File: config.mk
export PLATFORM = sky130hd
export DESIGN_NAME = uart_async_rx_recovery
export DESIGN_NICKNAME = d
export VERILOG_FILES = /design/src/rx_recovery_pkg.sv /design/src/rx_vote_sampler.sv /design/src/uart_async_rx_recovery.sv
export SDC_FILE = /design/constraint.sdc
export NUM_CORES = 1
export LEC_CHECK = 0
export BUFFER_PORTS_ARGS = -buffer_cell sky130_fd_sc_hd__buf_4
export CORE_ASPECT_RATIO = 1.5
export CORE_UTILIZATION = 58
export CTS_CLUSTER_DIAMETER = 40
export DETAILED_ROUTE_END_ITERATION = 7
export GPL_TIMING_DRIVEN = 0
export PLACE_DENSITY_LB_ADDON = 0.12
export SLEW_MARGIN = 20
export SYNTH_ARGS = -nofsm -noshare
export SYNTH_HDL_FRONTEND = slang
export SYNTH_SLANG_ARGS = --single-unit
File: constraint.sdc
create_clock -name ref_clk_i -period 2.3 [get_ports ref_clk_i]
set_clock_uncertainty 0.1 [all_clocks]
set_input_delay 0.575 -clock ref_clk_i [delete_from_list [all_inputs] [get_ports ref_clk_i]]
set_output_delay 0.575 -clock ref_clk_i [all_outputs]
set_load 0.01 [all_outputs]
File: src/rx_recovery_pkg.sv
// receive recovery package: frame sizes, sample points, states
// assumes a baud generator supplies one oversample tick per sample period
package rx_recovery_pkg;
	localparam logic [3:0] SAMPLES_NORMAL = 4'hf;  // last state index, 16 states
	localparam logic [3:0] SAMPLES_DOUBLE = 4'h7;  // last state index, 8 states
	localparam logic [3:0] VOTE_FIRST_N   = 4'h8;
	localparam logic [3:0] VOTE_FIRST_D   = 4'h4;
	localparam logic [3:0] DATA_MIN       = 4'h5;
	localparam logic [3:0] DATA_MAX       = 4'h9;  // 9 data bits max, plus parity = 10
	localparam logic [3:0] BITS_MAX       = 4'ha;
	localparam logic [9:0] SHIFT_RESET    = 10'h000;

	typedef enum logic [3:0] {
		ST_IDLE  = 4'b0001,
		ST_START = 4'b0010,
		ST_BITS  = 4'b0100,
		ST_STOP  = 4'b1000
	} rx_state_e;

	// three-sample majority
	function automatic logic vote3(input logic [2:0] s);
		vote3 = (s[0] & s[1]) | (s[0] & s[2]) | (s[1] & s[2]);
	endfunction
endpackage

File: src/rx_vote_sampler.sv
// three-sample majority collector for one bit period
// assumes sample_en pulses once per oversample tick with state number given
`timescale 1ns/1ps
module rx_vote_sampler (
	// clock and reset
	input  wire logic       ref_clk_i,
	input  wire logic       reset_n_i,
	// sampling
	input  wire logic       sample_en_i,
	input  wire logic       line_i,
	input  wire logic [3:0] state_i,
	input  wire logic [3:0] first_i,
	// result
	output logic            voted_o,
	output logic            vote_done_o
);
	import rx_recovery_pkg::*;

	typedef struct packed {
		logic [2:0] smp;
		logic       voted;
		logic       done;
	} vote_s;

	vote_s st_r;
	vote_s st_nxt;

	always_comb begin
		st_nxt      = st_r;
		st_nxt.done = 1'b0;
		if (sample_en_i) begin
			if (state_i == first_i) st_nxt.smp[0] = line_i;
			if (state_i == first_i + 4'h1) st_nxt.smp[1] = line_i;
			if (state_i == first_i + 4'h2) begin
				st_nxt.voted = vote3({line_i, st_r.smp[1], st_r.smp[0]});
				st_nxt.done  = 1'b1;
			end
		end
	end

	always_ff @(posedge ref_clk_i or negedge reset_n_i) begin
		if (!reset_n_i) st_r <= '0;
		else st_r <= st_nxt;
	end

	assign voted_o     = st_r.voted;
	assign vote_done_o = st_r.done;
endmodule

File: src/uart_async_rx_recovery.sv
// asynchronous receive recovery: start qualification and bit voting
// assumes rx line already synchronised; tick from the baud generator
`timescale 1ns/1ps
module uart_async_rx_recovery (
	// clock and reset
	input  wire logic       ref_clk_i,
	input  wire logic       reset_n_i,
	// configuration
	input  wire logic       rx_enable_i,
	input  wire logic       double_speed_select_i,
	input  wire logic [3:0] data_bits_i,
	input  wire logic       parity_en_i,
	// line
	input  wire logic       sample_tick_i,
	input  wire logic       rx_line_i,
	// frame out
	output logic [9:0]      frame_data_o,
	output logic            stop_bit_fault_flag_o,
	output logic            frame_valid_o,
	output logic            busy_o
);
	import rx_recovery_pkg::*;

	typedef struct packed {
		rx_state_e  state;
		logic [3:0] phase;
		logic [3:0] bit_idx;
		logic [3:0] nbits;
		logic       line_d;
		logic [9:0] shift;
		logic [9:0] data;
		logic       fault;
		logic       valid;
		logic       busy;
	} rx_s;

	rx_s st_r;
	rx_s st_nxt;

	logic       voted;
	logic       vote_done;
	logic [3:0] last_phase;
	logic [3:0] first_vote;
	logic [3:0] dbits;

	// clamp odd character sizes into the legal span
	assign dbits      = (data_bits_i < DATA_MIN) ? DATA_MIN :
	                    (data_bits_i > DATA_MAX) ? DATA_MAX : data_bits_i;
	assign last_phase = double_speed_select_i ? SAMPLES_DOUBLE : SAMPLES_NORMAL;
	assign first_vote = double_speed_select_i ? VOTE_FIRST_D : VOTE_FIRST_N;

	rx_vote_sampler u_vote (
		.ref_clk_i   (ref_clk_i),
		.reset_n_i   (reset_n_i),
		.sample_en_i (sample_tick_i && st_r.state != ST_IDLE),
		.line_i      (rx_line_i),
		.state_i     (st_r.phase),
		.first_i     (first_vote),
		.voted_o     (voted),
		.vote_done_o (vote_done)
	);

	always_comb begin
		st_nxt       = st_r;
		st_nxt.valid = 1'b0;
		if (sample_tick_i) begin
			st_nxt.line_d = rx_line_i;
			if (st_r.state != ST_IDLE) st_nxt.phase = (st_r.phase == last_phase) ? 4'h0 :
			                                         st_r.phase + 4'h1;
		end
		case (st_r.state)
			ST_IDLE: begin
				// first low sample is numbered one
				if (sample_tick_i && st_r.line_d && !rx_line_i) begin
					st_nxt.state = ST_START;
					st_nxt.phase = 4'h2;
				end
			end
			ST_START: begin
				if (vote_done) begin
					if (voted) begin
						st_nxt.state = ST_IDLE;
					end else begin
						st_nxt.state   = ST_BITS;
						st_nxt.bit_idx = 4'h0;
						st_nxt.nbits   = dbits + {3'h0, parity_en_i};
						st_nxt.shift   = SHIFT_RESET;
					end
				end
			end
			ST_BITS: begin
				if (vote_done) begin
					st_nxt.shift   = st_r.shift | ({9'h0, voted} << st_r.bit_idx);
					st_nxt.bit_idx = st_r.bit_idx + 4'h1;
					if (st_r.bit_idx + 4'h1 == st_r.nbits) st_nxt.state = ST_STOP;
				end
			end
			ST_STOP: begin
				if (vote_done) begin
					// later stop bits are never sampled
					st_nxt.data  = st_r.shift;
					st_nxt.fault = !voted;
					st_nxt.valid = 1'b1;
					// normal rearms with the last vote sample as line history, so a
					// low stop bit cannot fake an edge; double waits for a fresh high
					st_nxt.state = ST_IDLE;
					if (double_speed_select_i) st_nxt.line_d = 1'b0;
				end
			end
			default: st_nxt.state = ST_IDLE;
		endcase
		if (!rx_enable_i) begin
			st_nxt.state = ST_IDLE;
			st_nxt.phase = 4'h0;
		end
		st_nxt.busy = (st_nxt.state != ST_IDLE);
	end

	always_ff @(posedge ref_clk_i or negedge reset_n_i) begin
		if (!reset_n_i) begin
			st_r        <= '0;
			st_r.state  <= ST_IDLE;
			st_r.line_d <= 1'b1;
		end else begin
			st_r <= st_nxt;
		end
	end

	assign frame_data_o          = st_r.data;
	assign stop_bit_fault_flag_o = st_r.fault;
	assign frame_valid_o         = st_r.valid;
	assign busy_o                = st_r.busy;
endmodule

# Yosys cells after proc, flatten, opt, wreduce, memory -nomap -nowiden
# Cells that the tools add are included.
# op_classes
n_bitwise	7
mux	32
multipliers	0
n_div	0
addsub	5
order_cmp	2
reduce_logical	12
n_eq_ne	14
shift	1
# ops
op	n
4-bit two-way mux	13
8-bit two-way mux	4
10-bit two-way mux	3
4-bit equality test	5
10-bit one-hot mux with 2 select lines	1
4-bit one-hot mux with 4 select lines	1
4-bit by 1-bit adder with 4-bit output (second input constant)	3
10-bit bitwise OR	1
1-bit by 4-bit left shift with 10-bit output	1
1-bit two-way mux	8
4-bit by 1-bit != test with 1-bit output (second input constant)	2
4-bit one-hot mux with 2 select lines	1
2-bit AND reduction	4
4-bit by 1-bit adder with 4-bit output	1
4-bit by 2-bit adder with 4-bit output (second input constant)	1
4-bit by 1-bit equality test with 1-bit output (second input constant)	1
4-bit by 2-bit equality test with 1-bit output (second input constant)	1
4-bit by 3-bit equality test with 1-bit output (second input constant)	1
4-bit equality test (second input constant)	1
4-bit > comparator (second input constant)	1
4-bit by 3-bit < comparator with 1-bit output (second input constant)	1
2-bit by 1-bit != test with 1-bit output (second input constant)	2
4-bit AND reduction	1
1-bit AND	3
other kinds (8)	12
# word_totals
output_inout_bits	13
latch_bits	0
ram_bits	0
register_bits	44
memories	0
inputBits	11
word_cells	87
mem_bits_ro	0

# Longest topological paths before layout
# logic_depth
word_depth	9
ltp_mapped	8
mapped_depth_nobuf	8

# Modules after synthesis
# From an unflattened synthesis, not the netlist that was laid out.
# hier_totals
cells_unflattened	214
area_unflattened_um2	2361.0
# modules_own_cells
module	area_per_inst_um2	instances	cells_each	seq_area_each_um2
uart_async_rx_recovery	2068.2	1	188	1003.5
rx_vote_sampler	292.8	1	26	100.1

# Least setup slack after synthesis
# Ideal clock, no wire load.
# synth_timing
kind	input to register
startpoint	input port double_speed_select_i
endpoint	register u_vote.st_r (netlist bit u_vote.voted_o)
stages	4
path_buffers	0
arrival_time_ns	1.725
setup_slack_ns	0.350
t_required_ns	2.075
cell_sequence	or3b_2 > a211oi_2 > and2_2 > mux2_2
# synth_between
elab_chain_len	4
# synth_lines
element	line	rtl
start: declaration	uart_async_rx_recovery.sv:10	input wire logic double_speed_select_i,
4-bit two-way mux	uart_async_rx_recovery.sv:50	assign first_vote = double_speed_select_i ? VOTE_FIRST_D : VOTE_FIRST_N;
4-bit by 2-bit adder with 4-bit output	rx_vote_sampler.sv:34	if (state_i == first_i + 4'h2) begin
4-bit equality test	rx_vote_sampler.sv:34	
2-bit AND reduction (no line)	-	
end signal: assignment	rx_vote_sampler.sv:43	else st_r <= st_nxt;
end: declaration	rx_vote_sampler.sv:25	vote_s st_r;
# No other way between the ends.
# A chain may end at the register's enable or synchronous reset.

# Worst setup path in the final report
# layout_timing
startpoint	register u_vote.st_r (netlist bit u_vote.voted_o)
endpoint	register st_r[18] in the netlist's numbering
# layout_between
elab_chain_len	4
elab_cells_between_ends	6
# layout_lines
element	line	rtl
1-bit by 4-bit left shift with 10-bit output	uart_async_rx_recovery.sv:93	st_nxt.shift = st_r.shift | ({9'h0, voted} << st_r.bit_idx);
10-bit bitwise OR	uart_async_rx_recovery.sv:93	
10-bit two-way mux	uart_async_rx_recovery.sv:92	if (vote_done) begin
10-bit one-hot mux with 2 select lines	uart_async_rx_recovery.sv:71	case (st_r.state)
end signal: assignment	uart_async_rx_recovery.sv:125	st_r <= st_nxt;
end: declaration	uart_async_rx_recovery.sv:37	rx_s st_r;
# Several ways; a longest one is shown, not always the timed one. The select of a mux whose other input is x is not followed.

==> impl_results.md <==
- CTS Hold Bufs: 0
- Power consumption: 1.509 mW
- Synth Flop Type: dfrtp_1
- Crit. End Element: flop
- Seq pwr share: 52.6%
- Post-Syn Area: 2253 µm²
- Minimum clock period: 2.124 ns
- Post-synthesis sequential area ratio: 48.97%
- Number of enable flip-flop cells after synthesis: 0
- N_diodes: 0
- # DRC: 0
- NetSw: 0.3282 mW
- Crit Path Category: flop to flop
- Synth area leaders: dfrtp_1 (47%), nand2_1 (8.3%), ha_1 (3.9%)
- Internal power contribution: 1.180 mW
- Reg2reg start: u_vote.voted_o
- Clk sinks: 44
- Worst slew margin: 38.72%
- Mapped Nets: 245
- Std cell rows: 27
- Longest Clk Path Bufs: 2
- Die area: 4144 µm²
- Post-synth ARST share: 100.0%
- Max-slew violation count: 0
- Synth Warn #: 0
- Fill count: 308
- Crit-path slowest cell: nor4_1
- Area Growth Syn to Fin: 15.44%
- Tightest Pin Transition: 0.9107 ns
- WHS: 0.1557 ns
- Commonest cells after routing, fill and taps aside: nand2_1 (50), dfrtp_1 (42), buf_4 (34)
- Vias/cell: 5.561
- Core outline area: 3682 µm²
- Wire per inst: 13.54 µm
- Reg2Reg Setup Slack: 0.18 ns
- Pin count of the biggest net entering global routing: 45
- Delay of the slowest cell on the worst path: 0.76 ns
- Total track usage: 23.34%
- # nets final: 275
- Vias in the first global route: 1,584
- Total placed instance area: 2480 µm²
- Setup_tns: 0 ns
- Initial DRC count: 39
- Clk network pwr share: 41.0%
- Gate power share: 6.4%
- TritonRoute pass-1 iters: 6
- Seq cells post-synth: 44
- Clock transition at path regs: 0.08 ns
- Worst VDD drop: 402.4 µV
- Clock Latency Late Sink: 0.30 ns
- Yosys top cell area share: 46.64%
- CTS Buf Count: 5
- Mapped Cells: 227
- Worst path bufs/invs: 0
- Max Fclk: 470.7 MHz
- Status: finished, final reports clean
- Most common cell after layout, fill and taps aside: nand2_1
- Final ANT Viol Nets: 0
- # resized after CTS: 0
- Pre-CTS WS: 0.1515 ns
- IO Port Bufs: 23
- RD Place Congestion: 0.8651
- Drt total wl: 4077 µm
- Final worst slack: 0.1756 ns
- Crit-path max FO: 7
- Initial core utilization: 61.20%
- Final Hold Viols: 0
- GR Util met3: 4.651%
- CP cell instances: nand2b_1 -> nor4_1 -> nor2_1 -> o41ai_1
- Layout cell share with drive strength beyond 1: 23.64%
- Final setup fails: 0
- Via count: 1,674
- Library cells used by synthesis: 48
- RSZ-0062 raised after global routing: no
- Clk root buf: clkbuf_8
- Crit path required time: 2.39 ns
- Power per cell area: 580.0 nW/µm²
- Hpwl dp: 3003 µm
- Finished Cell Area: 2601 µm²
- Depth of the CTS H-tree: 2
- Setup Fix Bufs, Post-CTS: 0
- Number of max-cap violations: 0
- Met1 GRT Util: 28.74%
- Syn_area_per_cell: 9.927 µm²
- Period utilization: 92.36%
- Die X: 52.90 µm
- Gr busiest metal: met2
- Critical path origin: u_vote.voted_o
- GRT met2 Usage: 38.73%
- Crit path max-delay family: simple AND/OR/NAND/NOR gates
- Die Span Y: 78.34 µm
- Worst setup SP type: flop
- Leakage: 1.288 nW
- I/O pin cnt: 24
- CTS tree: done
- CP arrival: 2.22 ns
- Switching share of power: 21.76%
- Cell taking the most area after synthesis: dfrtp_1
- First-pass GRT wire length: 7072 µm
- Initial antenna violation count: 0
- Residual overflow from global routing: 0
- Hold crit path type: primary input to async pin
## power groups by stage
stage | combinational [mW] | clock, mW | sequential, mW
floorplan | 0.0506 | 0 | 0.808
global placement | 0.0964 | 0 | 0.809
detailed placement | 0.0980 | 0 | 0.809
CTS | 0.0984 | 0.631 | 0.794
global route | 0.110 | 0.663 | 0.795
finish | 0.0961 | 0.619 | 0.794
## cell usage after synthesis, types with 2 or more instances
library cell / n
o21ai_0: 8
nor3_1: 4
xor2_1: 3
a211oi_2: 2
ha_1: 7
buf_2: 5
a32o_1: 3
dfstp_2: 2
nor3b_1: 2
nand2b_1: 6
nor4_1: 4
o311ai_0: 2
clkbuf_1: 4
xnor2_1: 5
nor2_1: 7
a22o_1: 2
o21a_1: 6
a31oi_1: 2
nand3_1: 7
o211ai_1: 2
o311a_1: 2
buf_4: 11
inv_1: 8
nor2b_1: 2
dfrtp_1: 42
nand4_1: 2
mux2_2: 3
mux2i_1: 2
nand2_1: 50
a21oi_1: 4
## metal layers
metal	wire, µm	vias up	share of wire, %
met2	2132	32	52
met4	94	0	2.3
met3	122	10	3.0
met5	0	-	0
met1	1727	800	42
li1	-	832	-
## state kept, by name, indices dropped and copies added (netlist names)
signal	cells
st_r	27
frame_data_o	10
u_vote.st_r	2
busy_o	1
frame_valid_o	1
stop_bit_fault_flag_o	1
u_vote.vote_done_o	1
u_vote.voted_o	1
## layout make-up
type                    instances  area (µm²)  area share (%)
well taps                      43       53.80           2.068
flip-flops and latches         44        1104           42.42
plain buffers                  20       122.6           4.714
multi-input cells             155       997.2           38.34
clock inverters                 2       38.79           1.491
clock buffers                   6       82.58           3.175
repair buffers                 23       172.7           6.638
inverters                       8       30.03           1.154
## path summary, 6_finish.rpt
kind	to	depth (start not counted)
hold reg to reg	frame_data_o[4]	2
hold / removal	frame_data_o[4]	1
setup / recovery	st_r[18]	4
min in group ref_clk_i	st_r[23]	2
max in group asynchronous	st_r[36]	1
setup reg to reg	st_r[18]	4
## kinds of logic after synthesis
family                     synth area share, %
and+or+nand+nor                          20.77
AOI/OAI and AO/OA                        12.66
xor gates and xnor gates                 4.109
DFF                                      48.97
buffers and inverters                    6.774
muxes                                    2.387
adders and majority gates                4.331
## metrics by stage
step	std cells	utilization (%)
detailed placement	293	67.35
global placement	293	67.35
CTS	301	70.64
floorplan	227	-
global route	301	70.64
finish	301	70.64
Note: power is estimated with default switching activity, not from simulation.
